<file path="src/ist_pkg.sv">
package ist_pkg;

   // Clock and modulator rates
   localparam int unsigned CLK_HZ     = 10_000_000;
   localparam int unsigned MOD_HZ     = 1_000_000;
   localparam logic [3:0]  MOD_DIV    = 4'(CLK_HZ / MOD_HZ);
   localparam logic [3:0]  DEC_LAST   = 4'hf;          // Ratio 16, count 0..15
   localparam int unsigned SINC_W     = 23;

   // Automatic startup self-test settle time
   localparam int unsigned AUTO_SETTLE_US  = 2000;
   localparam int unsigned AUTO_SETTLE_CYC = (AUTO_SETTLE_US * (CLK_HZ / 1_000_000));

   // Register offsets
   localparam logic [7:0] OFS_CFG5     = 8'h00;
   localparam logic [7:0] OFS_STAT     = 8'h04;
   localparam logic [7:0] OFS_IRQ_STAT = 8'h08;
   localparam logic [7:0] OFS_IRQ_MASK = 8'h0c;
   localparam logic [7:0] OFS_DATA     = 8'h10;
   localparam logic [7:0] OFS_LIM_LO   = 8'h14;
   localparam logic [7:0] OFS_LIM_HI   = 8'h18;

   // channel_user_config_five field positions
   localparam int unsigned CFG_SEL_LSB   = 0;
   localparam int unsigned CFG_INIT_BIT  = 4;
   localparam int unsigned CFG_RATE_LSB  = 5;
   localparam int unsigned CFG_SHIFT_LSB = 8;
   localparam int unsigned CFG_MULT_LSB  = 16;

   // channel_state_reg bit positions
   localparam int unsigned STAT_FAIL_BIT  = 0;
   localparam int unsigned STAT_AUTO_BIT  = 1;
   localparam int unsigned STAT_PH2E_BIT  = 2;
   localparam int unsigned STAT_INIT_BIT  = 3;

   // Interrupt bits
   localparam int unsigned IRQ_W        = 3;
   localparam int unsigned IRQ_SAMPLE   = 0;
   localparam int unsigned IRQ_AUTODONE = 1;
   localparam int unsigned IRQ_AUTOFAIL = 2;

   // Reset values and automatic-test gain minimums
   localparam logic [SINC_W-1:0] LIM_LO_RST = 23'h000100;
   localparam logic [SINC_W-1:0] LIM_HI_RST = 23'h000c00;
   localparam logic [1:0]        GSHIFT_MIN = 2'h0;
   localparam logic [7:0]        GMULT_MIN  = 8'h00;

   // Override words
   localparam logic [SINC_W-1:0] PAT0_WORD = 23'h000000;
   localparam logic [SINC_W-1:0] PAT1_WORD = 23'h7fffff;
   localparam logic [SINC_W-1:0] PAT2_WORD = 23'h2aaaaa;
   localparam logic [SINC_W-1:0] PAT3_WORD = 23'h555555;
   localparam logic [SINC_W-1:0] ERR_WORD  = 23'h400000;

   typedef enum logic [3:0] {
      ST_OFF    = 4'h0,
      ST_ANA_LO = 4'h1,
      ST_ANA_HI = 4'h2,
      ST_DIG    = 4'h3,
      ST_PAT0   = 4'h4,
      ST_PAT1   = 4'h5,
      ST_PAT2   = 4'h6,
      ST_PAT3   = 4'h7
   } ist_sel_e;

   typedef enum logic [2:0] {
      AS_WAIT   = 3'h0,
      AS_SETTLE = 3'h1,
      AS_MEAS   = 3'h2,
      AS_PASS   = 3'h3,
      AS_FAIL   = 3'h4,
      AS_NONE   = 3'h5
   } ist_auto_e;

   typedef struct packed {
      logic [SINC_W-1:0] data;
      logic              valid;
   } ist_sample_s;

endpackage

</file>
<file path="src/ist_sinc3.sv">
`timescale 1ns/1ps
module ist_sinc3
   import ist_pkg::*;
(
   input  wire logic        clk,      // System clock
   input  wire logic        nrst,     // Synchronous reset, active low
   input  wire logic        en,       // 1 MHz bit strobe
   input  wire logic        bit_in,   // Modulator bit
   input  wire logic [1:0]  rate,     // Output rate select
   output ist_sample_s      smp       // Decimated word and pulse
);

   typedef struct packed {
      logic [SINC_W-1:0] i1, i2, i3, d1, d2, d3;
      logic [3:0]        cnt;
      logic [1:0]        keep;
      ist_sample_s       out;
   } ist_sinc_s;

   ist_sinc_s s_reg, s_next;
   logic [SINC_W-1:0] x, c1, c2, c3;
   logic [1:0]        keep_mask;

   always_comb begin
      s_next    = s_reg;
      s_next.out.valid = 1'b0;
      x         = bit_in ? 23'h000001 : 23'h7fffff;
      c1        = s_reg.i3 - s_reg.d1;
      c2        = c1 - s_reg.d2;
      c3        = c2 - s_reg.d3;
      keep_mask = (rate == 2'h3) ? 2'h3 : ((rate == 2'h2) ? 2'h1 : 2'h0);
      if (en) begin
         s_next.i1  = s_reg.i1 + x;
         s_next.i2  = s_reg.i2 + s_reg.i1;
         s_next.i3  = s_reg.i3 + s_reg.i2;
         s_next.cnt = s_reg.cnt + 4'h1;
         if (s_reg.cnt == DEC_LAST) begin
            s_next.d1   = s_reg.i3;
            s_next.d2   = c1;
            s_next.d3   = c2;
            s_next.keep = s_reg.keep + 2'h1;
            if ((s_reg.keep & keep_mask) == 2'h0) begin
               s_next.out.data  = c3;
               s_next.out.valid = 1'b1;
            end
         end
      end
   end

   always_ff @(posedge clk) begin
      if (!nrst) begin
         s_reg <= '0;
      end else begin
         s_reg <= s_next;
      end
   end

   assign smp = s_reg.out;

endmodule // ist_sinc3

</file>
<file path="src/ist_top.sv">
// Operation
// - Self-test is selected only by software writes to a four-bit field; the PSI5 startup test selects the low voltage without one.
// - Two analog deflection voltages per range, chosen by the selection field.
// - Digital self-test may start only while init done is clear.
// - Digital self-test injects a known stream; output settles to fixed value.
// - Fixed-pattern self-test may start only while init done is clear.
// - Fixed-pattern self-test overrides output so every data bit is checkable.
// - In PSI5 mode the startup self-test runs automatically, no host request.
// - During automatic self-test gain shift and multiplier are forced to minimum.
// - Failed startup test ends phase two with error; error words replace data.
// - Failure flag set by the startup test clears only by device reset.
// - Input is the one-bit stream of a second-order sigma-delta modulator.
// - The modulator bitstream is sampled at 1 MHz.
// - Third-order sinc decimator, ratio 16, parallel output words.
// - Decimator turns the serial bit stream into a parallel sample value.
//
// Added by the designer: the register offsets and register access over APB.
`timescale 1ns/1ps
module ist_top
   import ist_pkg::*;
#(
   parameter logic [15:0] SETTLE_CYC = 16'(AUTO_SETTLE_CYC)
) (
   input  wire logic        CLK_SYS,        // 10 MHz system clock
   input  wire logic        NRST,           // Synchronous reset, active low
   input  wire logic        PSEL,           // APB select
   input  wire logic        PENABLE,        // APB enable
   input  wire logic        PWRITE,         // APB direction
   input  wire logic [7:0]  PADDR,          // APB byte address
   input  wire logic [31:0] PWDATA,         // APB write data
   output logic      [31:0] PRDATA,         // APB read data
   output logic             PREADY,         // APB ready
   output logic             PSLVERR,        // APB error, unmapped address
   input  wire logic        MOD_BITSTREAM,  // Modulator bit, asynchronous pin
   input  wire logic        PSI5_STRAP,     // PSI5 mode strap, asynchronous pin
   output logic      [1:0]  ST_VOLT_SEL,    // Analog deflection voltage select
   output logic      [1:0]  GAIN_SHIFT,     // Gain shift to user scaling
   output logic      [7:0]  GAIN_MULT,      // Gain multiplier to user scaling
   output logic      [22:0] SENS_DATA,      // Sample word to the trim stage
   output logic             SENS_VALID,     // One-cycle sample strobe
   output logic             INIT_PHASE2_ERR, // Phase two ended in self-test error
   output logic             IRQ             // Level interrupt
);

   typedef struct packed {
      logic              mod_s1, mod_s2, psi_s1, psi_s2;
      logic [3:0]        div;
      logic              tick;
      logic [1:0]        stim_ph;
      logic [3:0]        sel;
      logic              init_done;
      logic [1:0]        rate;
      logic [1:0]        gshift, gmult_pad;
      logic [7:0]        gmult;
      logic [SINC_W-1:0] lim_lo, lim_hi;
      logic              psi5_mode, strap_taken;
      logic              fail, ph2_err;
      ist_auto_e         auto_st;
      logic [15:0]       auto_cnt;
      logic [IRQ_W-1:0]  irq_stat, irq_mask;
      logic [SINC_W-1:0] data_out;
      logic              data_valid;
      logic              pready, pslverr;
      logic [31:0]       prdata;
      logic              irq;
      logic [1:0]        vsel, gshift_out;
      logic [7:0]        gmult_out;
   } ist_top_s;

   ist_top_s    s_reg, s_next;
   ist_sample_s sinc_smp;
   logic        sinc_bit;
   logic        auto_run;
   logic        acc, wr, rd;
   logic        mapped;
   logic        in_range;
   logic [3:0]  eff_sel;
   logic [3:0]  new_sel;
   logic [IRQ_W-1:0] ev;
   logic [31:0] rdata;

   // Stimulus replaces the modulator only in digital self-test
   assign sinc_bit = (s_reg.sel == ST_DIG) ? (s_reg.stim_ph != 2'h0) : s_reg.mod_s2;

   ist_sinc3 u_sinc (
      .clk    (CLK_SYS),
      .nrst   (NRST),
      .en     (s_reg.tick),
      .bit_in (sinc_bit),
      .rate   (s_reg.rate),
      .smp    (sinc_smp)
   );

   function automatic logic is_init_only(input logic [3:0] code);
      is_init_only = (code >= ST_DIG) && (code <= ST_PAT3);
   endfunction

   always_comb begin
      s_next  = s_reg;
      ev      = '0;
      new_sel = s_reg.sel;

      // Pins cross into the clock domain through two flops
      s_next.mod_s1 = MOD_BITSTREAM;
      s_next.mod_s2 = s_reg.mod_s1;
      s_next.psi_s1 = PSI5_STRAP;
      s_next.psi_s2 = s_reg.psi_s1;

      // 1 MHz bit strobe from the 10 MHz clock
      s_next.tick = 1'b0;
      if (s_reg.div == MOD_DIV - 4'h1) begin
         s_next.div  = 4'h0;
         s_next.tick = 1'b1;
      end else begin
         s_next.div = s_reg.div + 4'h1;
      end
      // Three ones in four: a steady mid-scale positive value
      if (s_reg.tick) begin
         s_next.stim_ph = s_reg.stim_ph + 2'h1;
      end

      // Strap taken at the first strobe, well after the sync flops filled
      if (s_reg.tick && !s_reg.strap_taken) begin
         s_next.strap_taken = 1'b1;
         s_next.psi5_mode   = s_reg.psi_s2;
      end

      // Automatic startup self-test
      auto_run = (s_reg.auto_st == AS_SETTLE) || (s_reg.auto_st == AS_MEAS);
      in_range = ($signed(sinc_smp.data) >= $signed(s_reg.lim_lo)) &&
                 ($signed(sinc_smp.data) <= $signed(s_reg.lim_hi));
      unique case (s_reg.auto_st)
         AS_WAIT: begin
            if (s_reg.strap_taken) begin
               s_next.auto_st  = s_reg.psi5_mode ? AS_SETTLE : AS_NONE;
               s_next.auto_cnt = '0;
            end
         end
         AS_SETTLE: begin
            if (s_reg.auto_cnt >= SETTLE_CYC - 16'h1) begin
               s_next.auto_st = AS_MEAS;
            end else begin
               s_next.auto_cnt = s_reg.auto_cnt + 16'h1;
            end
         end
         AS_MEAS: begin
            if (sinc_smp.valid) begin
               ev[IRQ_AUTODONE] = 1'b1;
               if (!in_range) begin
                  s_next.fail      = 1'b1;
                  s_next.ph2_err   = 1'b1;
                  s_next.auto_st   = AS_FAIL;
                  ev[IRQ_AUTOFAIL] = 1'b1;
               end else begin
                  s_next.auto_st = AS_PASS;
               end
            end
         end
         AS_PASS, AS_FAIL, AS_NONE: begin
            s_next.auto_st = s_reg.auto_st;
         end
         default: begin
            s_next.auto_st = AS_NONE;
         end
      endcase

      // Effective selection; the automatic test borrows the low voltage
      eff_sel = auto_run ? ST_ANA_LO : s_reg.sel;
      unique case (eff_sel)
         ST_ANA_LO: s_next.vsel = 2'h1;
         ST_ANA_HI: s_next.vsel = 2'h2;
         default:   s_next.vsel = 2'h0;
      endcase
      s_next.gshift_out = auto_run ? GSHIFT_MIN : s_reg.gshift;
      s_next.gmult_out  = auto_run ? GMULT_MIN : s_reg.gmult;

      // Output word: error, fixed pattern or decimator value
      s_next.data_valid = sinc_smp.valid;
      if (sinc_smp.valid) begin
         ev[IRQ_SAMPLE] = 1'b1;
         if (s_reg.fail) begin
            s_next.data_out = ERR_WORD;
         end else begin
            unique case (s_reg.sel)
               ST_PAT0: s_next.data_out = PAT0_WORD;
               ST_PAT1: s_next.data_out = PAT1_WORD;
               ST_PAT2: s_next.data_out = PAT2_WORD;
               ST_PAT3: s_next.data_out = PAT3_WORD;
               default: s_next.data_out = sinc_smp.data;
            endcase
         end
      end

      // APB slave, one wait state so read data comes from a flop
      acc    = PSEL && PENABLE;
      wr     = acc && PWRITE && s_reg.pready;
      rd     = acc && !PWRITE && !s_reg.pready;
      mapped = (PADDR == OFS_CFG5) || (PADDR == OFS_STAT) || (PADDR == OFS_IRQ_STAT) ||
               (PADDR == OFS_IRQ_MASK) || (PADDR == OFS_DATA) ||
               (PADDR == OFS_LIM_LO) || (PADDR == OFS_LIM_HI);
      s_next.pready  = acc && !s_reg.pready;
      s_next.pslverr = acc && !s_reg.pready && !mapped;

      rdata = '0;
      unique case (PADDR)
         OFS_CFG5: begin
            rdata[CFG_SEL_LSB +: 4]   = s_reg.sel;
            rdata[CFG_INIT_BIT]       = s_reg.init_done;
            rdata[CFG_RATE_LSB +: 2]  = s_reg.rate;
            rdata[CFG_SHIFT_LSB +: 2] = s_reg.gshift;
            rdata[CFG_MULT_LSB +: 8]  = s_reg.gmult;
         end
         OFS_STAT: begin
            rdata[STAT_FAIL_BIT] = s_reg.fail;
            rdata[STAT_AUTO_BIT] = auto_run;
            rdata[STAT_PH2E_BIT] = s_reg.ph2_err;
            rdata[STAT_INIT_BIT] = s_reg.init_done;
         end
         OFS_IRQ_STAT: rdata[IRQ_W-1:0]  = s_reg.irq_stat;
         OFS_IRQ_MASK: rdata[IRQ_W-1:0]  = s_reg.irq_mask;
         OFS_DATA:     rdata[SINC_W-1:0] = s_reg.data_out;
         OFS_LIM_LO:   rdata[SINC_W-1:0] = s_reg.lim_lo;
         OFS_LIM_HI:   rdata[SINC_W-1:0] = s_reg.lim_hi;
         default:      rdata = '0;
      endcase
      if (rd) begin
         s_next.prdata = rdata;
      end

      // Set wins over a write-one clear in the same cycle
      s_next.irq_stat = s_reg.irq_stat;
      if (wr && (PADDR == OFS_IRQ_STAT)) begin
         s_next.irq_stat = s_reg.irq_stat & ~PWDATA[IRQ_W-1:0];
      end
      s_next.irq_stat = s_next.irq_stat | ev;

      if (wr) begin
         unique case (PADDR)
            OFS_CFG5: begin
               new_sel = PWDATA[CFG_SEL_LSB +: 4];
               // Digital and pattern tests are refused once init is done
               if (!(is_init_only(new_sel) && s_reg.init_done)) begin
                  s_next.sel = new_sel;
               end
               s_next.rate   = PWDATA[CFG_RATE_LSB +: 2];
               s_next.gshift = PWDATA[CFG_SHIFT_LSB +: 2];
               s_next.gmult  = PWDATA[CFG_MULT_LSB +: 8];
               if (PWDATA[CFG_INIT_BIT]) begin
                  s_next.init_done = 1'b1;
               end
            end
            OFS_IRQ_MASK: s_next.irq_mask = PWDATA[IRQ_W-1:0];
            OFS_LIM_LO:   s_next.lim_lo   = PWDATA[SINC_W-1:0];
            OFS_LIM_HI:   s_next.lim_hi   = PWDATA[SINC_W-1:0];
            default:      s_next.irq_mask = s_reg.irq_mask;
         endcase
      end
      // Leaving initialisation ends any digital or pattern test
      if (s_next.init_done && is_init_only(s_next.sel)) begin
         s_next.sel = ST_OFF;
      end

      s_next.irq = |(s_next.irq_stat & s_next.irq_mask);
   end

   always_ff @(posedge CLK_SYS) begin
      if (!NRST) begin
         s_reg         <= '0;
         s_reg.auto_st <= AS_WAIT;
         s_reg.lim_lo  <= LIM_LO_RST;
         s_reg.lim_hi  <= LIM_HI_RST;
      end else begin
         s_reg <= s_next;
      end
   end

   assign PRDATA          = s_reg.prdata;
   assign PREADY          = s_reg.pready;
   assign PSLVERR         = s_reg.pslverr;
   assign ST_VOLT_SEL     = s_reg.vsel;
   assign GAIN_SHIFT      = s_reg.gshift_out;
   assign GAIN_MULT       = s_reg.gmult_out;
   assign SENS_DATA       = s_reg.data_out;
   assign SENS_VALID      = s_reg.data_valid;
   assign INIT_PHASE2_ERR = s_reg.ph2_err;
   assign IRQ             = s_reg.irq;

endmodule // ist_top

</file>
<file path="config.mk">
export PLATFORM = sky130hd
export DESIGN_NAME = ist_top
export DESIGN_NICKNAME = d
export VERILOG_FILES = /design/src/ist_pkg.sv /design/src/ist_sinc3.sv /design/src/ist_top.sv
export SDC_FILE = /design/constraint.sdc
export NUM_CORES = 1
export LEC_CHECK = 0
export ABC_CLOCK_PERIOD_IN_PS = 5850
export BUFFER_PORTS_ARGS = -buffer_cell sky130_fd_sc_hd__buf_2
export CAP_MARGIN = 10
export CORE_UTILIZATION = 35
export DETAILED_ROUTE_END_ITERATION = 8
export PLACE_DENSITY = 0.54
export SYNTH_ARGS = -nofsm -noshare
export SYNTH_HDL_FRONTEND = slang
export SYNTH_SLANG_ARGS = --single-unit
</file>
<file path="constraint.sdc">
create_clock -name CLK_SYS -period 5.85 [get_ports CLK_SYS]
set_clock_uncertainty 0.2 [all_clocks]
set_input_delay 0.8775 -clock CLK_SYS [delete_from_list [all_inputs] [get_ports CLK_SYS]]
set_output_delay 0.8775 -clock CLK_SYS [all_outputs]
set_load 0.05 [all_outputs]
</file>
==> flow_summary_export.csv, run 1 <==
group,metric,value,unit
placed_design,hpwl,37.0,mm
placed_design,gp_congestion,0.853,
timing,period_share,0.934,
detailed_routing,drt_iter0_drc,831,
detailed_routing,drt-total-wl,51.6,mm
yosys,syn-cell-area,20500,um2
timing,report.final.slew_viol_count,0,
placed_design,port_buffers,102,
cts,cts_buffer_depth,3,
yosys,synth_edf_count,0,
final_layout,n_fill_cell,5866,
detailed_routing,drt_pass1_iterations,6,
run,cap_violations,0,
yosys,avgSynthCellArea,8.01,um2
yosys,ys_seq_elements,333,
cts,clock_latency,570,ps
yosys,postSynthCellCount,2565,
detailed_routing,via_count,17100,
global_route,track_usage,0.172,
cts,clk_pin_slew,60,ps
final_layout,areaGrowthSynthToFinish,10.6,%
final_layout,n_antenna_cell,0,
floorplanning,start_util,0.355,
cts,cts_tree,"done",
global_route,antenna_found_initial,0,
timing,setup_viol,0,
worst_setup_path,crit_path_end_kind,"register",
final_layout,nNetsFinal,2806,
floorplanning,die_width,244,um
yosys,synth_top_area_cell,"dfxtp_1",
yosys,synth-warning-count,0,
yosys,async_flop_share,0,
placed_design,dp.cells,3292,
floorplanning,ioPinCount,119,
power_and_ir_drop,p_leak,0.00927,uW
cts,numClockSinks,333,
floorplanning,die_h,244,um
cts,cts_hold_buf,0,
cts,cts_made_buffers,40,
power_and_ir_drop,ir_drop,0.208,mV
cts,htree_levels,2,
global_route,grt_start_max_net_pins,150,
placed_design,dpl_cell_area,21400,um2
detailed_routing,drcViolationCount,0,
floorplanning,num_rows,88,
worst_setup_path,cp_max_fo,4,
global_route,grt_pass1_vias,17000,
timing,slew_headroom,0.179,
floorplanning,core_area,57800,um2
power_and_ir_drop,total_power,5020,uW
final_layout,largest_register_ffs,144,
worst_setup_path,cp.required,6150,ps
yosys,synth_top_area_frac,0.324,
final_layout,layout.cells.non_filler,3363,
global_route,grt-ovfl-total,0,
detailed_routing,routedWlPerCell,15.4,um
global_route,grt_pass1_wl,84.7,mm
timing,clock.fmax,183,MHz
run_status,outcome,"complete, no violations",
detailed_routing,ant_nets,0,
final_layout,final_common_cell,"dfxtp_1",
yosys,synth.area.top_cells,"dfxtp_1 32%, ha_1 11%, a21oi_1 6.6%",
yosys,yosysUniqueCellTypes,83,
cts,root_buffer,"clkbuf_16",
floorplanning,die-area,59700,um2
final_layout,postLayoutCellArea,22700,um2
timing,tightest_slew,1230,ps
final_layout,drive_above_1_share,0.0901,
timing,period_needed,5460,ps
timing,hold_violations,0,
worst_hold_path,hold_path_class,"reg -> reg",
final_layout,layout_common_cells,"332 x dfxtp_1, 306 x nand2_1, 264 x a21oi_1",
power_and_ir_drop,power_density,221,nW/um2
worst_setup_path,path_class,"reg -> reg",
worst_setup_path,worstSetupStartpointType,"register",
worst_setup_path,arrival,5760,ps
detailed_routing,vias_per_cell,5.10,
yosys,seq_area_frac_synth,0.324,
yosys,synth_ff_type,"dfxtp_1",
-- where the power goes --
group | switching, uW | internal, uW | total (uW)
clock network | 994 | 1450 | 2440
registers | 18.0 | 2280 | 2300
logic | 186 | 89.9 | 276
total | 1200 | 3820 | 5020
-- per-layer routing --
| layer | up-vias | track usage | routed length, um |
|---|---|---|---|
| met2 | 316 | 0.308 | 24800 |
| met3 | 97 | 0.0232 | 1940 |
| li1 | 8858 | - | - |
| met4 | 0 | 0.0680 | 1670 |
| met5 | - | 0 | 0 |
| met1 | 7872 | 0.205 | 23200 |
-- area by class of cell --
class | instances | area (um2) | share of cell area
clock buffer | 59 | 1150 | 0.0508
clock inverter | 10 | 110 | 0.00485
inverter | 162 | 616 | 0.0271
multi-input combinational | 1902 | 12500 | 0.549
sequential | 333 | 6670 | 0.294
tap | 765 | 957 | 0.0421
timing repair buffer | 132 | 736 | 0.0324
-- repair_timing --
item | CTS | global route
hold endpoints to repair | 0 | 0
setup buffers | 0 | 2
endpoints found under the setup margin | 0 | 8
gates resized for setup | 0 | 24
-- critical path, cell delays in order, from the launching register on --
cell      delay, ps
dfxtp_1         340
inv_1            60
ha_1            150
inv_1            60
fa_1            450
nand2_1         100
a21o_1          140
nand2b_1         70
a21oi_2         170
o21bai_1         90
a21oi_1         190
xnor2_1         130
ha_1            240
a21o_1          170
or3_1           340
o21ai_2         180
nand2_2          90
xor2_2          160
ha_1            310
a21o_1          180
a21o_1          180
a211o_1         290
a21o_1          160
a31oi_2         210
o31ai_1          90
a21oi_1         170
xor3_1          330
a21oi_1         140
-- synth_stat cells (30+ instances only) --
cell,instances
nor2_1,251
nor3_1,30
clkbuf_1,85
inv_1,162
ha_1,182
dfxtp_1,333
mux2i_1,89
o21ai_0,98
buf_4,67
nor2b_1,30
xor2_1,43
nand2_1,307
a21oi_1,270
nand3_1,52
xnor2_1,79
a21o_1,75
a211oi_1,34
nand2b_1,41
-- per-stage QoR --
stage / hold WS (ps) / setup TNS, ps / util / setup slack (ps)
final: 236 / 0 / 0.393 / 387
after global routing: 269 / -24.2 / 0.393 / -24.2
after CTS: 238 / 0 / 0.391 / 84.0
after detailed placement: 224 / 0 / 0.369 / 111
after global placement: 227 / 0 / 0.369 / 142
after floorplan: 212 / 0 / - / 525
-- kinds of logic (layout without fill, tap and decap cells) --
group | after synthesis | after routing | synth area share
mux | 94 | 94 | 0.0477
xor+xnor | 123 | 123 | 0.0532
other cells | 1 | 8 | 0.000183
compound gates | 661 | 661 | 0.200
simple gates | 828 | 828 | 0.183
buf+inv | 337 | 363 | 0.0742
fa+ha+maj | 188 | 188 | 0.117
flops | 333 | 333 | 0.324
-- worst paths after layout --
kind                                                    start                           to  slack (ps)  depth (start not counted)
worst max register to register  u_sinc.s_reg[99]$_SDFFE_PN0P_  u_sinc.smp[23]$_SDFFE_PN0P_         390                         27
worst max-delay path            u_sinc.s_reg[99]$_SDFFE_PN0P_  u_sinc.smp[23]$_SDFFE_PN0P_         390                         27
worst min register to register         s_next[174]$_SDFF_PN0_        s_reg[174]$_SDFF_PN0_         240                          1
worst min-delay path                   s_next[174]$_SDFF_PN0_        s_reg[174]$_SDFF_PN0_         240                          1
No activity file was read; power rests on OpenSTA's default activity.
==> run 2: changes to the inputs <==
==> constraint.sdc (replaced) <==
create_clock -name CLK_SYS -period 5.85 [get_ports CLK_SYS]
set_clock_uncertainty 0.2 [all_clocks]
set_input_delay 1.17 -clock CLK_SYS [delete_from_list [all_inputs] [get_ports CLK_SYS]]
set_output_delay 1.17 -clock CLK_SYS [all_outputs]
set_load 0.05 [all_outputs]
==> run 2 against run 1 <==
Global-route usage up 0.14 points; register-to-register slack worse by 80 ps; power rose by 3.0%; sequential power about the same; combinational power about the same; count of clock-buffer cells in the layout increased by 1; final area is 0.39% higher; die area is the same; sequential share of layout area is 0.11 points lower; cell count is 0.24% higher; clock power is 6% higher; fmax is 1.5% lower.
==> flow_summary_export.csv, run 2 (synthesized netlist as in run 1, its figures left out) <==
group,metric,value,unit
global_route,grt-ovfl-total,0,
floorplanning,ioPinCount,119,
cts,cts_made_buffers,41,
global_route,grt_pass1_wl,85.6,mm
cts,numClockSinks,333,
placed_design,dp.cells,3294,
timing,period_share,0.948,
power_and_ir_drop,total_power,5170,uW
detailed_routing,ant_nets,0,
final_layout,multi_input_area,12400,um2
floorplanning,die_h,244,um
detailed_routing,via_count,17200,
detailed_routing,routedWlPerCell,15.4,um
run,cap_violations,0,
power_and_ir_drop,power_density,227,nW/um2
global_route,grt_start_max_net_pins,160,
final_layout,seqCellArea,6670,um2
cts,clock_latency,580,ps
timing,finalSetupTns,0,ps
global_route,grt_pass1_vias,17000,
timing,clock.fmax,180,MHz
floorplanning,start_util,0.355,
worst_setup_path,worstSetupStartpointType,"register",
floorplanning,die_width,244,um
worst_setup_path,cp_max_fo,4,
final_layout,layout.cells.non_filler,3371,
worst_setup_path,arrival,5850,ps
detailed_routing,drt-total-wl,52.0,mm
worst_setup_path,cp.required,6160,ps
detailed_routing,drt_iter0_drc,710,
timing,period_needed,5540,ps
floorplanning,die-area,59700,um2
worst_hold_path,hold_path_class,"reg -> reg",
worst_setup_path,path_class,"reg -> reg",
final_layout,n_antenna_cell,0,
cts,htree_levels,2,
timing,slew_headroom,0.227,
final_layout,largest_register_ffs,144,
global_route,track_usage,0.173,
power_and_ir_drop,ir_drop,0.219,mV
final_layout,drive_above_1_share,0.0890,
timing,setup_viol,0,
worst_hold_path,min_path_cells,1,
timing,rsz0062_at_grt,"true",
final_layout,layout_common_cells,"332 x dfxtp_1, 306 x nand2_1, 268 x a21oi_1",
detailed_routing,drcViolationCount,0,
global_route,antenna_found_initial,1,
cts,clk_pin_slew,60,ps
final_layout,final_common_cell,"dfxtp_1",
detailed_routing,vias_per_cell,5.10,
final_layout,areaGrowthSynthToFinish,11.0,%
floorplanning,num_rows,88,
timing,hold_violations,0,
floorplanning,core_area,57800,um2
power_and_ir_drop,p_leak,0.00932,uW
worst_setup_path,crit_path_end_kind,"register",
cts,root_buffer,"clkbuf_16",
cts,cts_tree,"done",
placed_design,hpwl,37.0,mm
detailed_routing,drt_pass1_iterations,4,
worst_setup_path,reg2reg_depth,26,
final_layout,n_fill_cell,5935,
placed_design,port_buffers,102,
run_status,outcome,"complete, no violations",
timing,tightest_slew,1160,ps
final_layout,nNetsFinal,2809,
placed_design,gp_congestion,0.836,
timing,report.final.slew_viol_count,0,
cts,cts_buffer_depth,3,
==> run 2: cell types whose count changed in the layout (fill, tap and decap cells not counted), moves of 2 or more <==
cell       delta
a21oi_1       +4
a21oi_2       -4
bufinv_16     +2
clkinv_8      +2
o21ai_1       +2
o21ai_2       -2
==> run 2: path summary, 6_finish.rpt <==
| check | start | endpoint | slack, ps |
|---|---|---|---|
| worst max-delay path | u_sinc.s_reg[77]$_SDFFE_PN0P_ | u_sinc.smp[23]$_SDFFE_PN0P_ | 310 |
| worst min-delay path | s_next[174]$_SDFF_PN0_ | s_reg[174]$_SDFF_PN0_ | 240 |
| worst max register to register | u_sinc.s_reg[77]$_SDFFE_PN0P_ | u_sinc.smp[23]$_SDFFE_PN0P_ | 310 |
| worst min register to register | s_next[174]$_SDFF_PN0_ | s_reg[174]$_SDFF_PN0_ | 240 |
==> run 2: layout make-up <==
cell class,count,share of cell area
clock inverter,15,0.00916
multi-input combinational,1902,0.545
inverter,162,0.0270
sequential,333,0.292
timing repair buffer,134,0.0335
tap,765,0.0420
clock buffer,60,0.0512
==> run 2: what timing repair did <==
action | CTS | global route
endpoints found under the setup margin | 0 | 6
hold buffers | 0 | 0
gates resized for setup | 0 | 13
buffers inserted | 0 | 2
==> run 2: per-stage QoR <==
step	hold slack, ps	util	cell area, um2	setup WS, ps
floorplan	212	-	20600	525
finish	237	0.395	22800	306
global placement	230	0.370	21400	122
CTS	247	0.394	22800	40.5
detailed placement	233	0.370	21400	59.1
global route	258	0.395	22800	-133
==> run 2: where the power goes <==
part	total (uW)	internal [uW]	switching (uW)	leakage, uW
sequential	2300	2280	18.2	0.00268
clock	2590	1570	1020	0.000673
combinational	279	90.4	188	0.00596
total	5170	3940	1230	0.00932
==> run 2: critical path, cell delays in order (launching register included) <==
cell	delay, ps
dfxtp_1	320
inv_1	70
ha_1	290
nor2b_1	130
o21ai_1	150
a21boi_1	110
o21a_1	200
a21oi_1	190
o21bai_1	80
a21oi_1	180
xnor2_1	180
ha_1	320
a21o_1	210
or3_1	340
o21ai_2	180
nand2_2	100
xor2_2	160
ha_1	300
a21o_1	190
a21o_1	180
a211o_1	290
a21o_1	170
a31oi_2	210
o31ai_1	100
a21oi_1	170
xor3_1	330
a21oi_1	150
==> run 2: layer usage <==
metal  share of wire  routed length, um  global-route usage  vias to the layer above
met1            0.46              24000               0.213                     7996
met3           0.033               1700              0.0229                       81
met4           0.028               1430              0.0607                        2
met5         0.00013                  7                   0                        -
li1                -                  -                   -                     8872
met2            0.48              24900               0.308                      231
